$ cat src/rtl/rpoh_pkg.sv
// Package: register map, field positions and timing of the path overhead block.
package rpoh_pkg;

  // Register offsets on the 8-bit host address.
  localparam logic [7:0] ADDR_ALARM_STATUS = 8'h30;
  localparam logic [7:0] ADDR_IRQ_FLAGS    = 8'h31;
  localparam logic [7:0] ADDR_IRQ_ENABLES  = 8'h33;
  localparam logic [7:0] ADDR_LABEL        = 8'h37;
  localparam logic [7:0] ADDR_COUNT_LOW    = 8'h38;
  localparam logic [7:0] ADDR_COUNT_HIGH   = 8'h39;
  localparam logic [7:0] ADDR_GLOBAL       = 8'h00;

  // Bit positions shared by flag, enable and alarm registers.
  localparam int BIT_LABEL     = 7;
  localparam int BIT_POINTER   = 5;
  localparam int BIT_ALARM_IND = 3;
  localparam int BIT_REMOTE    = 2;
  localparam int BIT_PARITY    = 1;
  localparam int BIT_BLOCK     = 0;

  // Bits that exist in the flag and enable registers.
  localparam logic [7:0] IRQ_BITS_MASK = 8'haf;
  localparam logic [7:0] ENABLE_RESET  = 8'h00;

  // Expected signal label and number of mismatches that counts as a change.
  localparam logic [7:0] LABEL_EXPECTED  = 8'h13;
  localparam logic [1:0] LABEL_MISMATCHES = 2'h3;

  // Snapshot delay after a trigger write.
  localparam int CLK_PERIOD_PS    = 25000;
  localparam int SNAP_DELAY_PS    = 1000000;
  localparam int SNAP_DELAY_CYCLES =
    (SNAP_DELAY_PS + CLK_PERIOD_PS - 1) / CLK_PERIOD_PS;
  localparam int SNAP_CNT_W = 6;

  // Host register port.
  typedef struct packed {
    logic [7:0] addr;
    logic [7:0] wdata;
    logic       wr;
    logic       rd;
  } host_req_t;

  // Received path overhead indications.
  typedef struct packed {
    logic       pointer_loss_state;
    logic       path_alarm_indication_state;
    logic       remote_defect_state;
    logic       parity_error;
    logic       block_error;
    logic       label_valid;
    logic [7:0] label;
  } path_ind_t;

  // Complete state of the block.
  typedef struct packed {
    logic [7:0]            flags;
    logic [7:0]            enables;
    logic [7:0]            signal_label_byte;
    logic [1:0]            mismatch_run;
    logic [15:0]           parity_error_count;
    logic [15:0]           snapshot;
    logic                  snap_busy;
    logic [SNAP_CNT_W-1:0] snap_timer;
    logic                  prev_pointer;
    logic                  prev_alarm;
    logic                  prev_remote;
    logic [7:0]            rdata;
    logic                  interrupt_out_n;
  } state_t;

endpackage

$ cat src/rtl/rx_path_overhead_status_regs.sv
// Receive path overhead status, interrupt and parity counter registers.
// Operation
// Remote defect alarm bit reads 1 while far-end receive failure is seen.
// Alarm status register shows pointer loss at bit 5, AIS at bit 3.
// Reading the flag register at 31H clears every flag in it; an event arriving in the read cycle stays set.
// Bit 7 flags a signal label change since the last flag read.
// Bit 5 flags a pointer loss state change either way.
// Bit 3 flags a path alarm indication state change.
// Bit 2 flags a remote defect state change.
// Bit 1 flags at least one path parity error.
// Bit 0 flags at least one far-end block error.
// Each flag drives the low interrupt only if enabled; enables reset 0.
// Label interrupt needs more than two consecutive labels differing 13H.
// Block error enable lets a detected block error raise the interrupt.
// Label register holds 13H or the first differing received label.
// About 1 us after writing 38H, 39H or 00H, snapshot and clear counter.
// Snapshot low byte at 38H, high byte at 39H, errors since last clear.
// Host waits 1 us before reading snapshot; reads status to clear flags.
`timescale 1ns/10ps
module rx_path_overhead_status_regs
  import rpoh_pkg::*;
#(
  parameter int SNAP_DELAY = SNAP_DELAY_CYCLES
) (
  // Clock and reset.
  input  wire logic       CLK_SYS_I,
  input  wire logic       SYS_RST_I,
  // Host register port.
  input  wire logic [7:0] ADDR_I,
  input  wire logic [7:0] WDATA_I,
  input  wire logic       WR_I,
  input  wire logic       RD_I,
  output logic      [7:0] RDATA_O,
  // Path overhead indications from the receive framer.
  input  wire logic       POINTER_LOSS_STATE_I,
  input  wire logic       PATH_ALARM_INDICATION_STATE_I,
  input  wire logic       REMOTE_DEFECT_STATE_I,
  input  wire logic       PARITY_ERROR_I,
  input  wire logic       BLOCK_ERROR_I,
  input  wire logic       LABEL_VALID_I,
  input  wire logic [7:0] LABEL_I,
  // Interrupt.
  output logic            INTERRUPT_OUT_N_O
);

  // The snapshot timer must be wide enough for the delay.
  initial begin
    if (SNAP_DELAY < 1 || SNAP_DELAY >= (1 << SNAP_CNT_W)) begin
      $error("SNAP_DELAY out of range");
    end
  end

  host_req_t req;
  path_ind_t ind;
  state_t    st;
  state_t    next_st;

  // Group the ports into the carrier structs.
  assign req = '{addr: ADDR_I, wdata: WDATA_I, wr: WR_I, rd: RD_I};
  assign ind = '{pointer_loss_state: POINTER_LOSS_STATE_I,
                 path_alarm_indication_state: PATH_ALARM_INDICATION_STATE_I,
                 remote_defect_state: REMOTE_DEFECT_STATE_I,
                 parity_error: PARITY_ERROR_I,
                 block_error: BLOCK_ERROR_I,
                 label_valid: LABEL_VALID_I,
                 label: LABEL_I};

  // A write to any of these offsets starts a counter snapshot.
  function automatic logic is_snap_trigger(input logic [7:0] a);
    is_snap_trigger = (a == ADDR_COUNT_LOW) || (a == ADDR_COUNT_HIGH) ||
                      (a == ADDR_GLOBAL);
  endfunction

  logic [7:0] events;
  logic       label_change;

  // Next state of the whole block.
  always_comb begin
    next_st = st;
    label_change = 1'b0;
    // Count mismatching labels; the third in a row is a change, which
    // filters single corrupted bytes from raising the flag.
    if (ind.label_valid) begin
      if (ind.label == LABEL_EXPECTED) begin
        next_st.mismatch_run = 2'h0;
      end else if (st.mismatch_run != LABEL_MISMATCHES) begin
        next_st.mismatch_run = st.mismatch_run + 2'h1;
        if (st.mismatch_run + 2'h1 == LABEL_MISMATCHES) begin
          label_change = 1'b1;
        end
      end
      // Keep the first differing label; the register never goes back.
      if (ind.label != LABEL_EXPECTED &&
          st.signal_label_byte == LABEL_EXPECTED) begin
        next_st.signal_label_byte = ind.label;
      end
    end
    // Event vector in flag layout.
    events = 8'h00;
    events[BIT_LABEL] = label_change;
    events[BIT_POINTER] = ind.pointer_loss_state ^ st.prev_pointer;
    events[BIT_ALARM_IND] = ind.path_alarm_indication_state ^
                            st.prev_alarm;
    events[BIT_REMOTE] = ind.remote_defect_state ^ st.prev_remote;
    events[BIT_PARITY] = ind.parity_error;
    events[BIT_BLOCK] = ind.block_error;
    next_st.prev_pointer = ind.pointer_loss_state;
    next_st.prev_alarm = ind.path_alarm_indication_state;
    next_st.prev_remote = ind.remote_defect_state;
    // A read clears the flags, but an event in that cycle is kept.
    if (req.rd && req.addr == ADDR_IRQ_FLAGS) begin
      next_st.flags = events;
    end else begin
      next_st.flags = st.flags | events;
    end
    // Error counter saturates so an overflowed count is obvious.
    if (ind.parity_error && st.parity_error_count != 16'hffff) begin
      next_st.parity_error_count = st.parity_error_count + 16'h0001;
    end
    // Snapshot timer; a new trigger restarts the delay.
    if (req.wr && is_snap_trigger(req.addr)) begin
      next_st.snap_busy = 1'b1;
      next_st.snap_timer = SNAP_CNT_W'(SNAP_DELAY - 1);
    end else if (st.snap_busy) begin
      if (st.snap_timer == '0) begin
        next_st.snap_busy = 1'b0;
        // The error of this cycle goes to the new round only, so that no
        // error is counted twice across a snapshot.
        next_st.snapshot = st.parity_error_count;
        next_st.parity_error_count = {15'h0000, ind.parity_error};
      end else begin
        next_st.snap_timer = st.snap_timer - 1'b1;
      end
    end
    // Enable register write.
    if (req.wr && req.addr == ADDR_IRQ_ENABLES) begin
      next_st.enables = req.wdata & IRQ_BITS_MASK;
    end
    // Read data for the cycle after the read strobe.
    next_st.rdata = 8'h00;
    if (req.rd) begin
      case (req.addr)
        ADDR_ALARM_STATUS: begin
          next_st.rdata[BIT_POINTER] = ind.pointer_loss_state;
          next_st.rdata[BIT_ALARM_IND] =
            ind.path_alarm_indication_state;
          next_st.rdata[BIT_REMOTE] = ind.remote_defect_state;
        end
        ADDR_IRQ_FLAGS: next_st.rdata = st.flags;
        ADDR_IRQ_ENABLES: next_st.rdata = st.enables;
        ADDR_LABEL: next_st.rdata = st.signal_label_byte;
        ADDR_COUNT_LOW: next_st.rdata = st.snapshot[7:0];
        ADDR_COUNT_HIGH: next_st.rdata = st.snapshot[15:8];
        default: next_st.rdata = 8'h00;
      endcase
    end
    // Low level interrupt while any enabled flag is set.
    next_st.interrupt_out_n =
      ~|(next_st.flags & next_st.enables);
  end

  // State register.
  always_ff @(posedge CLK_SYS_I) begin
    if (SYS_RST_I) begin
      st <= '0;
      st.signal_label_byte <= LABEL_EXPECTED;
      st.enables <= ENABLE_RESET;
      st.interrupt_out_n <= 1'b1;
    end else begin
      st <= next_st;
    end
  end

  assign RDATA_O = st.rdata;
  assign INTERRUPT_OUT_N_O = st.interrupt_out_n;

  // Checks on the flags, interrupt, label register, alarm status read and snapshot.
  AST_READ_CLEARS: assert property (@(posedge CLK_SYS_I) disable iff
    (SYS_RST_I) (RD_I && ADDR_I == ADDR_IRQ_FLAGS && !PARITY_ERROR_I)
    |=> !st.flags[BIT_PARITY]) else $error("flag not cleared");
  AST_POINTER_FLAG: assert property (@(posedge CLK_SYS_I) disable iff
    (SYS_RST_I) $changed(POINTER_LOSS_STATE_I)
    && $past(!SYS_RST_I) |=> st.flags[BIT_POINTER])
    else $error("pointer flag missing");
  AST_ALARM_FLAG: assert property (@(posedge CLK_SYS_I) disable iff
    (SYS_RST_I) $past(!SYS_RST_I) && $changed(PATH_ALARM_INDICATION_STATE_I)
    |=> st.flags[BIT_ALARM_IND]) else $error("alarm flag missing");
  AST_REMOTE_FLAG: assert property (@(posedge CLK_SYS_I) disable iff
    (SYS_RST_I) $past(!SYS_RST_I) && $changed(REMOTE_DEFECT_STATE_I)
    |=> st.flags[BIT_REMOTE]) else $error("remote flag missing");
  AST_PARITY_FLAG: assert property (@(posedge CLK_SYS_I) disable iff
    (SYS_RST_I) PARITY_ERROR_I |=> st.flags[BIT_PARITY])
    else $error("parity flag missing");
  AST_BLOCK_FLAG: assert property (@(posedge CLK_SYS_I) disable iff
    (SYS_RST_I) BLOCK_ERROR_I |=> st.flags[BIT_BLOCK])
    else $error("block flag missing");
  AST_IRQ_LEVEL: assert property (@(posedge CLK_SYS_I) disable iff
    (SYS_RST_I) INTERRUPT_OUT_N_O == !(|(st.flags & st.enables)))
    else $error("interrupt level wrong");
  AST_LABEL_HOLD: assert property (@(posedge CLK_SYS_I) disable iff
    (SYS_RST_I) st.signal_label_byte != LABEL_EXPECTED
    |=> $stable(st.signal_label_byte)) else $error("label moved");
  AST_REMOTE_READ: assert property (@(posedge CLK_SYS_I) disable iff
    (SYS_RST_I) RD_I && ADDR_I == ADDR_ALARM_STATUS
    |=> RDATA_O[BIT_REMOTE] == $past(REMOTE_DEFECT_STATE_I))
    else $error("remote bit wrong");
  AST_SNAP_TIME: assert property (@(posedge CLK_SYS_I) disable iff
    (SYS_RST_I) WR_I && is_snap_trigger(ADDR_I) |=> st.snap_busy [*8])
    else $error("snapshot too early");

  // Main scenarios.
  COV_IRQ: cover property (@(posedge CLK_SYS_I) !INTERRUPT_OUT_N_O);
  COV_LABEL: cover property (@(posedge CLK_SYS_I) st.flags[BIT_LABEL]);
  COV_SNAP: cover property (@(posedge CLK_SYS_I)
    $fell(st.snap_busy) && st.snapshot != 16'h0000);
  COV_CLEAR: cover property (@(posedge CLK_SYS_I)
    RD_I && ADDR_I == ADDR_IRQ_FLAGS && st.flags != 8'h00);

endmodule

$ cat config.mk
export PLATFORM = sky130hd
export DESIGN_NAME = rx_path_overhead_status_regs
export DESIGN_NICKNAME = d
export VERILOG_FILES = /design/src/rtl/rpoh_pkg.sv /design/src/rtl/rx_path_overhead_status_regs.sv
export SDC_FILE = /design/constraint.sdc
export NUM_CORES = 1
export LEC_CHECK = 0
export BUFFER_PORTS_ARGS = -buffer_cell sky130_fd_sc_hd__buf_2
export CAP_MARGIN = 20
export CORE_UTILIZATION = 57
export DETAILED_ROUTE_END_ITERATION = 12
export GPL_TIMING_DRIVEN = 0
export HOLD_SLACK_MARGIN = 0.15
export PLACE_DENSITY = 0.79
export SLEW_MARGIN = 20
export SYNTH_ARGS = -nofsm -noshare
export SYNTH_HDL_FRONTEND = slang
export SYNTH_SLANG_ARGS = --single-unit
$ cat constraint.sdc
create_clock -name CLK_SYS_I -period 2.2 [get_ports CLK_SYS_I]
set_clock_uncertainty 0.15 [all_clocks]
set_input_delay 0.11 -clock CLK_SYS_I [delete_from_list [all_inputs] [get_ports CLK_SYS_I]]
set_output_delay 0.11 -clock CLK_SYS_I [all_outputs]
set_load 0.01 [all_outputs]
Yosys cells after proc, flatten, opt, wreduce, memory -nomap -nowiden --
Cells that the tools add are included.
Storage, ports and cells: register bits after elaboration 77, output and inout port bits 9, logic and storage cells 77
Cells by class: $add $sub $neg 3, equal/unequal tests 13, mux-type cells 19, bitwise operators 8, reductions and logical operators 20
Operators by type and width (count):
- $eq 8x6->1 const B | 6
- $mux 39 | 1
- $mux 33 | 1
- $mux 32 | 1
- $pmux 2 s5 | 2
- $add 16x1->16 const B | 1
- $eq 8x5->1 const B | 2
- $mux 16 | 1
- $mux 8 | 2
- $ne 16x16->1 const B | 1
- $pmux 2 s6 | 1
- $and 8x8->8 | 1
- $logic_not 8->1 | 1
- $ne 8x5->1 const B | 1
- $or 8x8->8 | 1
- $reduce_and 2->1 | 4
- $reduce_or 8->1 | 1
- $mux 7 | 1
- $logic_not 6->1 | 1
- $mux 6 | 1
- $pmux 1 s6 | 1
- $sub 6x1->6 const B | 1
- $logic_and 1x1->1 | 5
- $pmux 1 s5 | 1
- other kinds (12) | 24

Logic depth before layout (Yosys ltp) --
word-level depth 11, gate-level depth with buffers 10

Worst setup path before layout --
Ideal clock, no wire load.
kind flip-flop to flip-flop, start point register st[12] in the netlist's numbering, end point register st[24] in the netlist's numbering, setup time 128 ps, data arrival time 1731 ps, data required time 1922 ps, slack 191 ps, cell stages (with the launch flop) 10, cell sequence dfxtp_1 > inv_1 > ha_1 > nor3b_1 > nand3_1 > nor2b_4 > buf_6 > buf_2 > mux2i_1 > nor2_1
On the way: cells in the longest elaborated chain, start to end 2
Ends and longest elaborated chain:
- start: declaration | RTL line rx_path_overhead_status_regs.sv:55 | state_t st;
- start signal: assignment | RTL line rx_path_overhead_status_regs.sv:170 | st <= next_st;
- $logic_not 6->1 | RTL line rx_path_overhead_status_regs.sv:125 | if (st.snap_timer == '0) begin
- $reduce_and 3->1 (no line)
No other way between the ends. A chain may end at the register's enable or synchronous reset.

Worst setup path after layout --
start point input port ADDR_I[1], end point register st (netlist bit INTERRUPT_OUT_N_O)
On the way: cells in the longest elaborated chain, start to end 6
Ends and longest elaborated chain:
- start: declaration | RTL line rx_path_overhead_status_regs.sv:29 | input wire logic [7:0] ADDR_I,
- $eq 8x6->1 (on tied branches) | RTL line rx_path_overhead_status_regs.sv:111, rx_path_overhead_status_regs.sv:136
- $logic_and 1x1->1 (on tied branches) | RTL line rx_path_overhead_status_regs.sv:111, rx_path_overhead_status_regs.sv:136
- $mux 8 (on tied branches) | RTL line rx_path_overhead_status_regs.sv:111, rx_path_overhead_status_regs.sv:136
- $and 8x8->8 * | RTL line rx_path_overhead_status_regs.sv:159 | ~|(next_st.flags & next_st.enables);
- $reduce_or 8->1 * | RTL line rx_path_overhead_status_regs.sv:159
- $logic_not 1->1 * | RTL line rx_path_overhead_status_regs.sv:159
Mark *: on every way between the ends. The rest lies on a longest branch, timed or not.

==> summary.txt <==
Floorplan
  – Starting Density: 0.589
  – Die height: 80.2 um
  – Chip width: 80.2 um
  – Total core area: 5920 um2
  – Core Rows: 28
  – I/O Pins: between 40 and 50
  – Die area: 6430 um2

Power and ir drop
  – Comb power frac: 0.097
  – VDD IR-drop max: 0.468 mV
  – Switch share: 0.257
  – Switch Pwr: between 0.6 and 0.7 mW
  – Clock power frac: 0.346
  – P_leak: 1.66 nW
  – PwrDens: 618 nW/um2
  – Pint: 1.97 mW
  – Sequential Power Share: 0.556

GRT
  – First-pass GRT wire length: 14000 um
  – Total Routing Usage GR: 0.291
  – Initial antenna violation count: 0
  – Number of global-route vias before repair: 2961
  – Pin count of the biggest net entering global routing: 13
  – Gr ovfl total: 0

Yosys
  – Async set-or-reset flop fraction in the synthesized netlist: 0
  – Synthesized Nets: 406
  – #FFs+latches synth: 77
  – Area contributors post-synth: dfxtp_1 (44%), mux2i_1 (6.9%), nor2_1 (4.5%)
  – Share of the synthesized area in the top cell type: 0.442
  – Syn Std Cell Area: 3480 um2
  – Post-synth cell types: 55
  – Synth Instances: about 370
  – Dominant cell type by area after synthesis: dfxtp_1
  – Synth Flop Type: dfxtp_1
  – Number of flops mapped to enable cells by yosys: 0
  – Syn avg cell area: 9.47 um2
  – Number of synthesis warnings: 0
  – Post-synthesis sequential area ratio: 0.442

Finish
  – Ant. Diodes: 0
  – Final instance area: 4280 um2
  – Commonest non-fill, non-tap cells in the layout: dfxtp_1 (77), nor2_1 (42), buf_2 (41)
  – Fill cells: 446
  – Most common cell after layout, fill and taps aside: dfxtp_1
  – Layout cells sized above 1: 0.213
  – P&R area growth vs syn: 22.9%
  – Final core occ: 0.724
  – Nets: about 490

Timing
  – Hold Vio Cnt, Final: 0
  – Setup-failing EPs final: 0
  – Min Tclk post-route: 2140 ps
  – Setup TNS: 0 ps
  – Final WS setup: 62.9 ps
  – Hold WS: approximately 200 ps
  – Pin slew with the least headroom to its limit: 809 ps
  – Slew HR: 0.456
  – Slew Viols, Final: 0
  – Fin crit share: 0.971
  – Fmax: 468 MHz

Route
  – Drt total wl: 8630 um
  – Remaining DRCs: 0
  – TritonRoute pass-1 iters: 5
  – Via density: 5.83
  – DRT antenna net count: 0
  – DR vias: 3091
  – Initial drt markers: 294
  – WL/cell: 16.3 um

Critical path
  – Buf/Inv on CP: 3
  – Critical Path RT: 2340 ps
  – Reg2reg start: st[12]
  – CP peak stage delay: 550 ps
  – Type of origin of the critical path: primary input
  – CP Data Arrival Time: 2280 ps
  – CP max FO: 8
  – CP cell instances: dlygate4sd3_1, buf_6, nand2_2, or4b_1, buf_2, mux2_4, o2bb2a_4, a41o_1
  – Largest delay contributor family on the critical path: buffers and inverters
  – R2r setup slk: about 140 ps
  – Critical-path top delay cell: dlygate4sd3_1
  – RR Endpoint: st[33]
  – CP Class: primary input to register
  – Worst Setup End Kind: register
  – Cell count along the critical path: 8
  – R2R depth: 9

Worst hold path
  – Worst hold path type: primary input to register
  – WHS Endpoint: RDATA_O[5]
  – Hold path cells: 6
  – Hold Crit Start: ADDR_I[7]

Clock tree
  – Max clock buf depth: 2
  – Cts bufs inserted: 9
  – CTS HTree Levels: 3
  – CTS tree: built
  – Clk slew on worst S/H paths: 80 ps
  – CTS Root Cell: clkbuf_8
  – Clock Latency Late Sink: approximately 350 ps
  – Clk sink count: 77

Placement
  – Port bufs: 38
  – DP Wirelength: 5630 um
  – DP Area: 3770 um2
  – RePlAce Congestion: about 0.85
  – Post-place setup slack: -116 ps

Job
  – Maxcap violations: 0

Status
  – Outcome: completed
-- layout make-up --
cell class | instances | area, um2 | area share
repair buffers | 71 | 513 | 0.120
multi-input cells | 259 | 1790 | 0.418
inverters | 7 | 26.3 | 0.00613
clock buffers | 12 | 135 | 0.0315
plain buffers | 25 | 158 | 0.0368
clock inverters | 4 | 25.0 | 0.00584
well taps | 75 | 93.8 | 0.0219
flip-flops and latches | 77 | 1540 | 0.360
-- power by group through the flow --
stage / Sequential [mW] / Clock, mW / Combinational (mW)
after floorplan: 1.49 / 0 / 0.140
after detailed placement: 1.50 / 0 / 0.209
after CTS: 1.47 / 0.921 / 0.248
after global placement: 1.50 / 0 / 0.202
final: 1.47 / 0.917 / 0.258
after global routing: 1.48 / 0.992 / 0.286
-- how the worst max path moves through the flow --
stage	slack (ps)	endpoint	startpoint
3_3_place_gp	-60	st[47]	st[35]
4_1_cts	7	RDATA_O[0]	ADDR_I[1]
2_1_floorplan	190	st[24]	st[12]
6_report	60	INTERRUPT_OUT_N_O	ADDR_I[1]
3_5_place_dp	-120	st[45]	st[35]
5_1_grt	-9	st[33]	st[12]
-- worst min-delay path: stages --
cell,delay (ps)
buf_2,120
nor4_4,60
nand2_1,60
nor2_1,120
nand2_1,100
a31oi_1,70
-- per-layer routing --
layer / vias to the layer above / GRT usage / wire [um]
li1: 1459 / - / -
met1: 1480 / 0.371 / 3810
met2: 124 / 0.475 / 4100
met3: 28 / 0.0534 / 463
met4: 0 / 0.134 / 251
met5: - / 0 / 0
-- registers in the layout, indices dropped and copies added (netlist names) --
register,cells
INTERRUPT_OUT_N_O,1
st,68
RDATA_O,8
-- logic make-up after synthesis --
logic type	synth area share
adders and majority gates	0.0144
muxes	0.0829
and+or+nand+nor	0.235
buffers and inverters	0.0517
xor gates and xnor gates	0.0528
DFF	0.442
AOI/OAI and AO/OA	0.121
-- what timing repair did --
item	CTS	global route
cloned	0	0
setup endpoints to repair	20	22
hold endpoints to repair	41	0
gates resized for setup	3	4
hold buffers	30	0
setup buffers	0	3
pin swaps	0	3
-- through the flow --
step / total power, mW / std cells
detailed placement: 1.71 / 481
floorplan: 1.63 / 368
CTS: 2.64 / 527
global placement: 1.70 / 481
finish: 2.65 / 530
global route: 2.75 / 530
-- cells in the mapped netlist (3+ instances only) --
library cell   n
a21oi_1       26
a222oi_1       5
a22oi_1       10
a31oi_1        3
and3b_1        4
buf_2          3
buf_4          9
buf_6          3
clkbuf_1      10
dfxtp_1       77
ha_1           4
inv_1          7
mux2i_1       24
nand2_1       14
nand2b_1       6
nand3_1       10
nand4_1        4
nor2_1        42
nor2_2        10
nor2b_1        9
nor3_1        14
nor4_1         7
o21ai_0        4
or3_1          4
xnor2_1       17
xor2_1         4
No activity file was read; power rests on OpenSTA's default activity.
